--- config.mk ---
export PLATFORM = sky130hd
export DESIGN_NAME = crb_receive_buffer_manager
export DESIGN_NICKNAME = d
export VERILOG_FILES = /design/src/logic/crb_pkg.sv /design/src/logic/crb_receive_buffer_manager.sv
export SDC_FILE = /design/constraint.sdc
export NUM_CORES = 2
export LEC_CHECK = 0
export BUFFER_PORTS_ARGS = -buffer_cell sky130_fd_sc_hd__clkbuf_2
export CORE_MARGIN = 1.5
export CORE_UTILIZATION = 33
export DETAILED_ROUTE_END_ITERATION = 8
export GPL_TIMING_DRIVEN = 0
export PLACE_DENSITY = 0.58
export SLEW_MARGIN = 25
export SYNTH_ARGS = -nofsm -noshare
export SYNTH_HDL_FRONTEND = slang
export SYNTH_SLANG_ARGS = --single-unit
--- constraint.sdc ---
create_clock -name aclk -period 16.5 [get_ports aclk]
set_input_delay 1.65 -clock aclk [delete_from_list [all_inputs] [get_ports aclk]]
set_output_delay 1.65 -clock aclk [all_outputs]
set_load 0.03 [all_outputs]
--- src/logic/crb_pkg.sv ---
package crb_pkg;
   // ----------------------------------------------------------------------
   // Sizes
   // ----------------------------------------------------------------------
   localparam int NUM_BUF = 8;
   localparam int NUM_FILT = 16;
   localparam int NUM_PROG = 6;
   localparam int NUM_DEDICATED = 2;
   localparam int LEGACY_FILT = 6;
   localparam int LEGACY_FIRST_FILT = 2;

   // ----------------------------------------------------------------------
   // Register map (byte addresses of module registers, word indices of buffer registers)
   // ----------------------------------------------------------------------
   localparam logic [11:0] OFS_MODULE_CONTROL = 12'h100;
   localparam logic [11:0] OFS_MODULE_STATUS = 12'h104;
   localparam logic [11:0] OFS_ENHANCED_CONTROL = 12'h108;
   localparam logic [11:0] OFS_BUFFER_SELECT = 12'h10c;
   localparam logic [11:0] OFS_TIMESTAMP_CONTROL = 12'h110;
   localparam logic [2:0] BREG_CONTROL = 3'h0;
   localparam logic [2:0] BREG_ID = 3'h1;
   localparam logic [2:0] BREG_DLC = 3'h2;
   localparam logic [2:0] BREG_DATA_LO = 3'h3;
   localparam logic [2:0] BREG_DATA_HI = 3'h4;

   // ----------------------------------------------------------------------
   // Buffer control, id and enhanced control field positions
   // ----------------------------------------------------------------------
   localparam int CTL_IE = 2;
   localparam int CTL_ROLL = 3;
   localparam int CTL_RTR = 4;
   localparam int CTL_MODE_LO = 5;
   localparam int CTL_RXALL = 6;
   localparam int CTL_FULL = 7;
   localparam int CTL_HIT_LO = 8;
   localparam int ID_EXT_FLAG = 19;
   localparam int ENH_WM = 5;
   localparam int ENH_MODE_LO = 6;

   // ----------------------------------------------------------------------
   // Codes
   // ----------------------------------------------------------------------
   localparam logic [1:0] RXM_ALL_VALID = 2'h0;
   localparam logic [1:0] RXM_STD_ONLY = 2'h1;
   localparam logic [1:0] RXM_EXT_ONLY = 2'h2;
   localparam logic [1:0] RXM_RECEIVE_ALL = 2'h3;
   localparam logic [4:0] ICODE_FIFO = 5'h10;
   localparam logic [4:0] ICODE_BUF_BASE = 5'h08;
   localparam logic [4:0] ROLL_HIT_BASE = 5'h06;
   localparam logic [3:0] FIFO_BASE_LEN = 4'h2;
   localparam logic [3:0] WM_ONE_EMPTY = 4'h1;
   localparam logic [3:0] WM_FOUR_EMPTY = 4'h4;
   localparam logic [1:0] RESP_OKAY = 2'h0;
   localparam logic [1:0] RESP_SLVERR = 2'h2;

   typedef enum logic [1:0] {
      CRB_LEGACY = 2'h0,
      CRB_ENHANCED = 2'h1,
      CRB_FIFO = 2'h3
   } crb_mode_type;

   typedef struct packed {
      logic [NUM_BUF-1:0][12:0] ctl;
      logic [NUM_BUF-1:0][31:0] id;
      logic [NUM_BUF-1:0][3:0] dlc;
      logic [NUM_BUF-1:0][63:0] data;
      crb_mode_type mode;
      logic [2:0] wp;
      logic [2:0] rp;
      logic wm;
      logic [NUM_PROG-1:0] txen;
      logic ts_en;
      logic [4:0] icode;
      logic aw_have;
      logic [11:0] aw_addr;
      logic w_have;
      logic [31:0] wdat;
      logic [3:0] wstb;
      logic awready;
      logic wready;
      logic bvalid;
      logic [1:0] bresp;
      logic arready;
      logic rvalid;
      logic [31:0] rdata;
      logic [1:0] rresp;
      logic rx_irq;
      logic wm_irq;
      logic ts_pulse;
   } crb_state_type;
endpackage

--- src/logic/crb_receive_buffer_manager.sv ---
// Operation
// - An accepted message overwrites id, dlc, data and the full, remote and filter fields of the target buffer's control.
// - Loading sets the full flag; firmware clears it after processing.
// - A buffer whose full flag is set is never loaded.
// - Receive interrupt raised when a loaded buffer has its interrupt enable set.
// - Filter number recorded in buffer control, 3 bits legacy, 5 bits otherwise.
// - Buffer control shows whether the message is a remote request frame.
// - Extended flag in the low standard id byte follows the identifier type.
// - Mode 00 accepts filter-passing messages; filter extended bit picks type.
// - Legacy modes 01/10 accept standard/extended only; contradicting filters never hit.
// - Enhanced modes: mask extended bit restricts reception to one identifier type.
// - Receive-all takes every message and loads partial frames on error.
// - Enhanced and FIFO modes discard messages hitting a filter tied to a transmit buffer unless a receive-all buffer takes them.
// - Legacy: first buffer filters 0-1 high priority, second filters 2-5.
// - Rollover puts messages for a full first buffer into the second.
// - Enhanced: any of 16 filters per buffer; lowest buffer number wins.
// - FIFO spans dedicated buffers up to the first transmit buffer, max eight.
// - FIFO: any enabled filter accepts; store at write pointer then advance.
// - FIFO reception reports interrupt code 10000 in the status register.
// - Read pointer names oldest unread buffer; advances when its flag clears.
// - Watermark selects early warning at one or four empty buffers.
// - Time-stamp pulse emitted per received message when enabled.
// - All programmable buffers reset as receive; transmit only via select bits.
`timescale 1ns/1ns
module crb_receive_buffer_manager (
   input wire logic aclk,
   input wire logic aresetn,
   input wire logic [11:0] awaddr,
   input wire logic awvalid,
   output logic awready,
   input wire logic [31:0] wdata,
   input wire logic [3:0] wstrb,
   input wire logic wvalid,
   output logic wready,
   output logic [1:0] bresp,
   output logic bvalid,
   input wire logic bready,
   input wire logic [11:0] araddr,
   input wire logic arvalid,
   output logic arready,
   output logic [31:0] rdata,
   output logic [1:0] rresp,
   output logic rvalid,
   input wire logic rready,
   input wire logic asm_valid,
   input wire logic asm_error,
   input wire logic asm_ext,
   input wire logic asm_rtr,
   input wire logic [7:0] asm_std_id_high,
   input wire logic [7:0] asm_std_id_low,
   input wire logic [7:0] asm_ext_id_high,
   input wire logic [7:0] asm_ext_id_low,
   input wire logic [3:0] asm_dlc,
   input wire logic [63:0] asm_data,
   input wire logic [15:0] filter_match,
   input wire logic [15:0] filter_enable,
   input wire logic [15:0] filter_extended_select,
   input wire logic [15:0] mask_extended_select,
   input wire logic [63:0] filter_buffer,
   output logic rx_irq,
   output logic fifo_watermark_irq,
   output logic rx_timestamp
);
   // ----------------------------------------------------------------------
   // Helpers
   // ----------------------------------------------------------------------
   function automatic logic [4:0] lowest_set(input logic [15:0] v);
      logic [4:0] r;
      r = 5'h00;
      for (int i = 15; i >= 0; i--) begin
         if (v[i]) begin
            r = 5'(i);
         end
      end
      return r;
   endfunction

   function automatic logic legacy_type_ok(input logic [1:0] receive_mode_field, input logic fext,
                                           input logic mext);
      logic ok;
      ok = (fext == mext);
      case (receive_mode_field)
         crb_pkg::RXM_STD_ONLY: ok = ok && !mext;
         crb_pkg::RXM_EXT_ONLY: ok = ok && mext;
         default: ok = ok;
      endcase
      return ok;
   endfunction

   function automatic logic [2:0] ptr_next(input logic [2:0] p, input logic [3:0] len);
      logic [2:0] r;
      r = ({1'b0, p} == len - 4'h1) ? 3'h0 : 3'(p + 3'h1);
      return r;
   endfunction

   // ----------------------------------------------------------------------
   // State
   // ----------------------------------------------------------------------
   crb_pkg::crb_state_type st;
   crb_pkg::crb_state_type next_st;

   logic [3:0] flen;
   logic flen_stop;
   logic [15:0] fmatch;
   logic [15:0] enh_v;
   logic [5:0] leg_v;
   logic [7:0][15:0] buf_hits;
   logic [7:0] is_rx;
   logic [7:0] rx_all;
   logic tx_hit;
   logic msg_in;
   logic ld_go;
   logic [2:0] ld_buf;
   logic [4:0] ld_hit;
   logic cand;
   logic [2:0] cand_buf;
   logic a0;
   logic a1;
   logic [3:0] fifo_used;
   logic [3:0] nib;
   logic [3:0] wm_target;

   // ----------------------------------------------------------------------
   // Acceptance decision
   // ----------------------------------------------------------------------
   always_comb begin
      flen = crb_pkg::FIFO_BASE_LEN;
      flen_stop = 1'b0;
      for (int i = 0; i < crb_pkg::NUM_PROG; i++) begin
         if (!flen_stop && !st.txen[i]) begin
            flen = flen + 4'h1;
         end else begin
            flen_stop = 1'b1;
         end
      end
      // Reset leaves every select bit clear, so all buffers receive
      is_rx = {~st.txen, 2'h3};
      for (int b = 0; b < crb_pkg::NUM_BUF; b++) begin
         rx_all[b] = (st.mode == crb_pkg::CRB_LEGACY) ?
                     (st.ctl[b][6:5] == crb_pkg::RXM_RECEIVE_ALL) : st.ctl[b][crb_pkg::CTL_RXALL];
      end
      fmatch = filter_match & filter_enable;
      tx_hit = 1'b0;
      buf_hits = '0;
      for (int f = 0; f < crb_pkg::NUM_FILT; f++) begin
         nib = filter_buffer[f*4 +: 4];
         // Mask extended bit set: filter type must equal message type
         enh_v[f] = fmatch[f] &&
                    (!mask_extended_select[f] || (filter_extended_select[f] == asm_ext));
         if (enh_v[f] && nib < 4'(crb_pkg::NUM_BUF)) begin
            if (!is_rx[nib[2:0]]) begin
               tx_hit = 1'b1;
            end else begin
               buf_hits[nib[2:0]][f] = 1'b1;
            end
         end
      end
      for (int f = 0; f < crb_pkg::LEGACY_FILT; f++) begin
         leg_v[f] = filter_match[f] &&
                    legacy_type_ok((f < crb_pkg::LEGACY_FIRST_FILT) ? st.ctl[0][6:5] : st.ctl[1][6:5],
                                   filter_extended_select[f], asm_ext);
      end
      msg_in = asm_valid || asm_error;
      ld_go = 1'b0;
      ld_buf = 3'h0;
      ld_hit = 5'h00;
      cand = 1'b0;
      cand_buf = 3'h0;
      // Error frames pass only by receive-all; buffer 0's also lets them roll into buffer 1 or load the FIFO
      a0 = rx_all[0] || (asm_valid && |leg_v[1:0]);
      a1 = rx_all[1] || (asm_valid && |leg_v[5:2]);
      case (st.mode)
         crb_pkg::CRB_LEGACY: begin
            if (msg_in && a0 && !st.ctl[0][crb_pkg::CTL_FULL]) begin
               ld_go = 1'b1;
               ld_hit = lowest_set({14'h0000, leg_v[1:0]});
            end else if (msg_in && a0 && st.ctl[0][crb_pkg::CTL_ROLL] &&
                         !st.ctl[1][crb_pkg::CTL_FULL]) begin
               ld_go = 1'b1;
               ld_buf = 3'h1;
               ld_hit = crb_pkg::ROLL_HIT_BASE + lowest_set({14'h0000, leg_v[1:0]});
            end else if (msg_in && a1 && !st.ctl[1][crb_pkg::CTL_FULL]) begin
               ld_go = 1'b1;
               ld_buf = 3'h1;
               ld_hit = lowest_set({10'h000, leg_v[5:2], 2'h0});
            end
         end
         crb_pkg::CRB_ENHANCED: begin
            for (int b = crb_pkg::NUM_BUF - 1; b >= 0; b--) begin
               if (is_rx[b] && (rx_all[b] || (asm_valid && !tx_hit && |buf_hits[b]))) begin
                  cand = 1'b1;
                  cand_buf = 3'(b);
               end
            end
            if (msg_in && cand && !st.ctl[cand_buf][crb_pkg::CTL_FULL]) begin
               ld_go = 1'b1;
               ld_buf = cand_buf;
               ld_hit = lowest_set(buf_hits[cand_buf]);
            end
         end
         crb_pkg::CRB_FIFO: begin
            if (((asm_valid && !tx_hit && |enh_v) || (msg_in && rx_all[0])) &&
                !st.ctl[st.wp][crb_pkg::CTL_FULL]) begin
               ld_go = 1'b1;
               ld_buf = st.wp;
               ld_hit = lowest_set(enh_v);
            end
         end
         default: ld_go = 1'b0;
      endcase
   end

   // ----------------------------------------------------------------------
   // Next state
   // ----------------------------------------------------------------------
   always_comb begin
      next_st = st;
      next_st.ts_pulse = 1'b0;
      if (awvalid && st.awready) begin
         next_st.aw_have = 1'b1;
         next_st.aw_addr = awaddr;
      end
      if (wvalid && st.wready) begin
         next_st.w_have = 1'b1;
         next_st.wdat = wdata;
         next_st.wstb = wstrb;
      end
      if (st.bvalid && bready) begin
         next_st.bvalid = 1'b0;
      end
      if (st.aw_have && st.w_have && !st.bvalid) begin
         next_st.aw_have = 1'b0;
         next_st.w_have = 1'b0;
         next_st.bvalid = 1'b1;
         next_st.bresp = crb_pkg::RESP_OKAY;
         if (st.aw_addr < crb_pkg::OFS_MODULE_CONTROL) begin
            if (st.aw_addr[4:2] > crb_pkg::BREG_DATA_HI) begin
               next_st.bresp = crb_pkg::RESP_SLVERR;
            end else if (st.aw_addr[4:2] == crb_pkg::BREG_CONTROL && st.wstb[0]) begin
               next_st.ctl[st.aw_addr[7:5]][6:5] = st.wdat[6:5];
               next_st.ctl[st.aw_addr[7:5]][crb_pkg::CTL_IE] = st.wdat[crb_pkg::CTL_IE];
               if (st.aw_addr[7:5] == 3'h0) begin
                  next_st.ctl[0][crb_pkg::CTL_ROLL] = st.wdat[crb_pkg::CTL_ROLL];
               end
               // Only a zero write clears the flag; a one is ignored
               if (!st.wdat[crb_pkg::CTL_FULL] && st.ctl[st.aw_addr[7:5]][crb_pkg::CTL_FULL]) begin
                  next_st.ctl[st.aw_addr[7:5]][crb_pkg::CTL_FULL] = 1'b0;
                  if (st.mode == crb_pkg::CRB_FIFO && st.aw_addr[7:5] == st.rp) begin
                     next_st.rp = ptr_next(st.rp, flen);
                  end
               end
            end
         end else begin
            case (st.aw_addr)
               crb_pkg::OFS_ENHANCED_CONTROL: begin
                  if (st.wstb[0]) begin
                     next_st.mode = crb_pkg::crb_mode_type'(st.wdat[7:6]);
                     next_st.wm = st.wdat[crb_pkg::ENH_WM];
                     // Pointers restart so a mode change never leaves them past the end
                     next_st.wp = 3'h0;
                     next_st.rp = 3'h0;
                  end
               end
               crb_pkg::OFS_BUFFER_SELECT: begin
                  if (st.wstb[0]) begin
                     next_st.txen = st.wdat[5:0];
                  end
               end
               crb_pkg::OFS_TIMESTAMP_CONTROL: begin
                  if (st.wstb[0]) begin
                     next_st.ts_en = st.wdat[0];
                  end
               end
               crb_pkg::OFS_MODULE_CONTROL, crb_pkg::OFS_MODULE_STATUS: begin
                  next_st.bresp = crb_pkg::RESP_OKAY;
               end
               default: next_st.bresp = crb_pkg::RESP_SLVERR;
            endcase
         end
      end

      if (st.rvalid && rready) begin
         next_st.rvalid = 1'b0;
      end
      if (arvalid && st.arready) begin
         next_st.rvalid = 1'b1;
         next_st.rresp = crb_pkg::RESP_OKAY;
         next_st.rdata = 32'h00000000;
         if (araddr < crb_pkg::OFS_MODULE_CONTROL) begin
            case (araddr[4:2])
               crb_pkg::BREG_CONTROL: next_st.rdata = {19'h0, st.ctl[araddr[7:5]]};
               crb_pkg::BREG_ID: next_st.rdata = st.id[araddr[7:5]];
               crb_pkg::BREG_DLC: next_st.rdata = {28'h0000000, st.dlc[araddr[7:5]]};
               crb_pkg::BREG_DATA_LO: next_st.rdata = st.data[araddr[7:5]][31:0];
               crb_pkg::BREG_DATA_HI: next_st.rdata = st.data[araddr[7:5]][63:32];
               default: next_st.rresp = crb_pkg::RESP_SLVERR;
            endcase
         end else begin
            case (araddr)
               crb_pkg::OFS_MODULE_CONTROL: next_st.rdata = {29'h0, st.rp};
               crb_pkg::OFS_MODULE_STATUS: next_st.rdata = {27'h0, st.icode};
               crb_pkg::OFS_ENHANCED_CONTROL: next_st.rdata = {24'h000000, st.mode, st.wm, 5'h00};
               crb_pkg::OFS_BUFFER_SELECT: next_st.rdata = {26'h0, st.txen};
               crb_pkg::OFS_TIMESTAMP_CONTROL: next_st.rdata = {31'h0, st.ts_en};
               default: next_st.rresp = crb_pkg::RESP_SLVERR;
            endcase
         end
      end

      // Load after firmware writes so a same-cycle set stands
      if (ld_go) begin
         next_st.id[ld_buf] = {asm_std_id_high, asm_std_id_low, asm_ext_id_high, asm_ext_id_low};
         next_st.id[ld_buf][crb_pkg::ID_EXT_FLAG] = asm_ext;
         next_st.dlc[ld_buf] = asm_dlc;
         next_st.data[ld_buf] = asm_data;
         next_st.ctl[ld_buf][crb_pkg::CTL_FULL] = 1'b1;
         next_st.ctl[ld_buf][crb_pkg::CTL_RTR] = asm_rtr;
         next_st.ctl[ld_buf][12:8] = (st.mode == crb_pkg::CRB_LEGACY) ?
                                     {2'h0, ld_hit[2:0]} : ld_hit;
         next_st.ts_pulse = st.ts_en;
         if (st.mode == crb_pkg::CRB_FIFO) begin
            next_st.icode = crb_pkg::ICODE_FIFO;
            next_st.wp = ptr_next(st.wp, flen);
         end else begin
            next_st.icode = crb_pkg::ICODE_BUF_BASE | {2'h0, ld_buf};
         end
      end

      next_st.rx_irq = 1'b0;
      fifo_used = 4'h0;
      for (int b = 0; b < crb_pkg::NUM_BUF; b++) begin
         if (next_st.ctl[b][crb_pkg::CTL_FULL] && next_st.ctl[b][crb_pkg::CTL_IE]) begin
            next_st.rx_irq = 1'b1;
         end
         if (4'(b) < flen && next_st.ctl[b][crb_pkg::CTL_FULL]) begin
            fifo_used = fifo_used + 4'h1;
         end
      end
      wm_target = next_st.wm ? crb_pkg::WM_ONE_EMPTY : crb_pkg::WM_FOUR_EMPTY;
      next_st.wm_irq = (next_st.mode == crb_pkg::CRB_FIFO) &&
                       (flen - fifo_used == wm_target);
      next_st.awready = !next_st.aw_have;
      next_st.wready = !next_st.w_have;
      next_st.arready = !next_st.rvalid;
   end

   always_ff @(posedge aclk) begin
      if (!aresetn) begin
         st <= '0;
      end else begin
         st <= next_st;
      end
   end

   // ----------------------------------------------------------------------
   // Outputs
   // ----------------------------------------------------------------------
   assign awready = st.awready;
   assign wready = st.wready;
   assign bvalid = st.bvalid;
   assign bresp = st.bresp;
   assign arready = st.arready;
   assign rvalid = st.rvalid;
   assign rdata = st.rdata;
   assign rresp = st.rresp;
   assign rx_irq = st.rx_irq;
   assign fifo_watermark_irq = st.wm_irq;
   assign rx_timestamp = st.ts_pulse;
endmodule
==> out/metrics.csv <==
stage;metric;value;unit
outcome;status;completed;
timing;Final min period;14770;ps
die;Die W;382;um
route;DR WL/cell;27.5;um
yosys;area leader, netlist;dfxtp_1;
die;Die Ht;382;um
worst_setup_path;Critical Path Fanout Max;10;
die;Rows;138;
route;DRC;0;
cells_and_area;Area Overhead vs Synth;15.3;%
pwr;NetSw;1560;uW
place;DP Wirelength;165000;um
timing;RSZ-0062 raised after global routing;no;
die;starting density of the core;33.4;%
worst_setup_path;WP data arrival;15370;ps
yosys;number of synthesized register bits;959;
pwr;power per cell area;102;nW/um^2
timing;setup TNS;0;ps
grt;GR Overflow Total;0;
yosys;Seq/Total Area, Yosys;40.6;%
worst_setup_path;Worst Path Required;17100;ps
timing;final hold viol count;0;
yosys;synth cell count leaders;1811 x nand2_1, 959 x dfxtp_1, 932 x a21oi_1;
worst_setup_path;worst-case reg-to-reg path depth;44;
cells_and_area;fin nets;6434;
pwr;Clock Power Share;43.9;%
place;number of port buffers;187;
route;Pre-antenna DRT Iters;8;
timing;Rel. slew slack;19.8;%
timing;Peak Freq;67.7;MHz
clocking;clk sinks;959;
worst_setup_path;Setup CP Type;flop to flop;
grt;largest net degree at the start of global routing;15;
worst_hold_path;worst min-delay path category;flop to flop;
timing;Setup Viol. Count Final;0;
timing;Fin Clk Skew;83.8;ps
run;Max-Cap Viols;0;
timing;Period Utilization, post-route;89.5;%
worst_hold_path;Cells on Worst Hold Path;2;
route;Iteration-0 DRC Markers;6122;
clocking;Root Buffer;clkbuf_16;
yosys;main area contributors after synthesis;dfxtp_1 41%, nand2_1 14%, mux4_2 11%;
yosys;most frequent cell after synthesis;nand2_1;
grt;vias in the first global route;44300;
pwr;Int Power;3990;uW
grt;initial antenna violation count;36;
pwr;Comb pwr share;12.9;%
timing;Slew @ Worst Pin;1200;ps
worst_setup_path;crit end category;flop;
clocking;CTS tree;yes;
place;Placed Cells;7897;
yosys;top-area cell type share of the netlist area;40.6;%
grt;gr usage total;29.5;%
clocking;Reg clk slew, reported paths;60;ps
yosys;Post-Synthesis Mean Instance Area;8.16;um^2
cells_and_area;layout cell share with drive strength beyond 1;14.5;%
cells_and_area;FILL cells;14800;
yosys;Netlist Area Pre-Place;47300;um^2
grt;first-pass GRT wire length;314000;um
clocking;Clock Latency Late Sink;750;ps
route;Final ANT Viol Nets;0;
worst_setup_path;crit-path max cell delay;950;ps
die;die area;146000;um^2
pwr;sequential share of power;43.1;%
route;via/cell ratio;5.76;
clocking;number of buffers created by CTS;102;
yosys;synth unique cells;102;
clocking;setup repair bufs after CTS;0;
die;Ports;343;
clocking;post-CTS resize count;0;
route;Routed WL;223000;um
cells_and_area;fin cells;8099;
yosys;Warnings, synthesis;0;
yosys;Syn Inst Count;5798;
route;DR vias;46600;
clocking;# hold bufs at CTS;0;
clocking;Longest Clk Path Bufs;3;
place;Final GP Congestion;1.01;
die;core area;142000;um^2
worst_setup_path;startpoint types;flop;
timing;Pins Over Slew Limit;0;
yosys;number of synthesized flops with an enable pin;0;
yosys;Main synth FF type;dfxtp_1;
pwr;Max VDD drop;0.0000834;V
pwr;Lkg Pwr;0.0187;uW
worst_setup_path;slowest cell on the critical path;buf_1;
pwr;Net Sw Frac;28.1;%
yosys;ys async rst share;0;%
clocking;Max H-tree Level;3;
-- kinds of logic (layout without fill, tap and decap cells) --
group	after synthesis	in the layout	synth area share (%)
AND/OR/NAND/NOR	2396	2396	20.7
other	1	16	0.00792
AO/OA/AOI/OAI	1311	1311	15.9
flip-flops	959	959	40.6
buffers and inverters	631	1027	5.92
adder cells (fa/ha/maj)	21	21	0.571
multiplexers	414	414	15.0
XOR/XNOR	65	65	1.42
-- path summary, 6_finish.rpt --
check                            start                             to  slack (ps)
hold reg to reg    st[92]$_SDFFE_PN0P_            st[92]$_SDFFE_PN0P_         450
hold / removal     st[92]$_SDFFE_PN0P_            st[92]$_SDFFE_PN0P_         450
setup / recovery  st[102]$_SDFFE_PN0P_  fifo_watermark_irq$_SDFF_PN0_        1730
setup reg to reg  st[102]$_SDFFE_PN0P_  fifo_watermark_irq$_SDFF_PN0_        1730
-- routing by layer --
metal / track usage (%) / share of wire [%] / vias to the layer above / wire length (um)
li1: - / - / 20500 / -
met2: 44.5 / 44 / 2709 / 97000
met1: 37.5 / 39 / 22800 / 86300
met5: 0 / 0.10 / - / 222
met4: 19.4 / 6.9 / 34 / 15400
met3: 7.17 / 11 / 585 / 23900
-- power groups by stage --
stage / logic [uW] / registers, uW / clock network (uW)
floorplan: 412 / 2440 / 0
global placement: 683 / 2440 / 0
detailed placement: 696 / 2450 / 0
CTS: 698 / 2390 / 2440
global route: 752 / 2400 / 2540
finish: 719 / 2400 / 2440
-- placed cells by master (no fill, tap or decap), types with 53 or more instances in the layout --
cell type | netlist | final
inv_1 | 53 | 53
nor2_1 | 261 | 257
o21ai_0 | 79 | 79
a21oi_1 | 932 | 932
mux4_2 | 232 | 232
clkbuf_1 | 342 | 339
nor3_1 | 68 | 66
mux2i_1 | 158 | 155
clkbuf_16 | 0 | 103
nand2_1 | 1811 | 1811
buf_4 | 83 | 89
clkbuf_2 | 59 | 275
dfxtp_1 | 959 | 959
-- state kept, by name, indices dropped and copies added (netlist names) --
name                cells
st                    917
rdata                  32
arready                 1
awready                 1
bresp                   1
bvalid                  1
fifo_watermark_irq      1
rresp                   1
rvalid                  1
rx_irq                  1
rx_timestamp            1
wready                  1
-- stage by stage --
stage / area [um^2] / utilization [%] / total power (uW) / setup slack, ps / hold WS [ps]
after floorplan: 47300 / - / 2850 / 5690 / 432
after global placement: 50600 / 35.7 / 3130 / 529 / 438
after detailed placement: 51000 / 35.9 / 3140 / 1420 / 443
after CTS: 54500 / 38.4 / 5540 / 2100 / 453
after global routing: 54600 / 38.5 / 5690 / 1400 / 467
final: 54600 / 38.5 / 5560 / 1730 / 452
-- critical path: cells and delay by family, from the launching register on --
family / cells / cell delay [ps]
flops: 1 / 590
simple gates: 15 / 3090
xor+xnor: 2 / 430
buf+inv: 9 / 5200
mux: 2 / 420
compound gates: 9 / 2740
fa+ha+maj: 7 / 2200
-- area by class of cell --
class | instances | area, um^2 | area share [%]
diodes | 14 | 35.0 | 0.0642
well taps | 1890 | 2360 | 4.33
flip-flops and latches | 959 | 19200 | 35.2
repair buffers | 211 | 1180 | 2.16
inverters | 55 | 206 | 0.378
multi-input cells | 4209 | 25500 | 46.6
clock inverters | 33 | 465 | 0.853
clock buffers | 152 | 3030 | 5.55
plain buffers | 576 | 2660 | 4.88
Note: power is estimated with default switching activity, not from simulation.
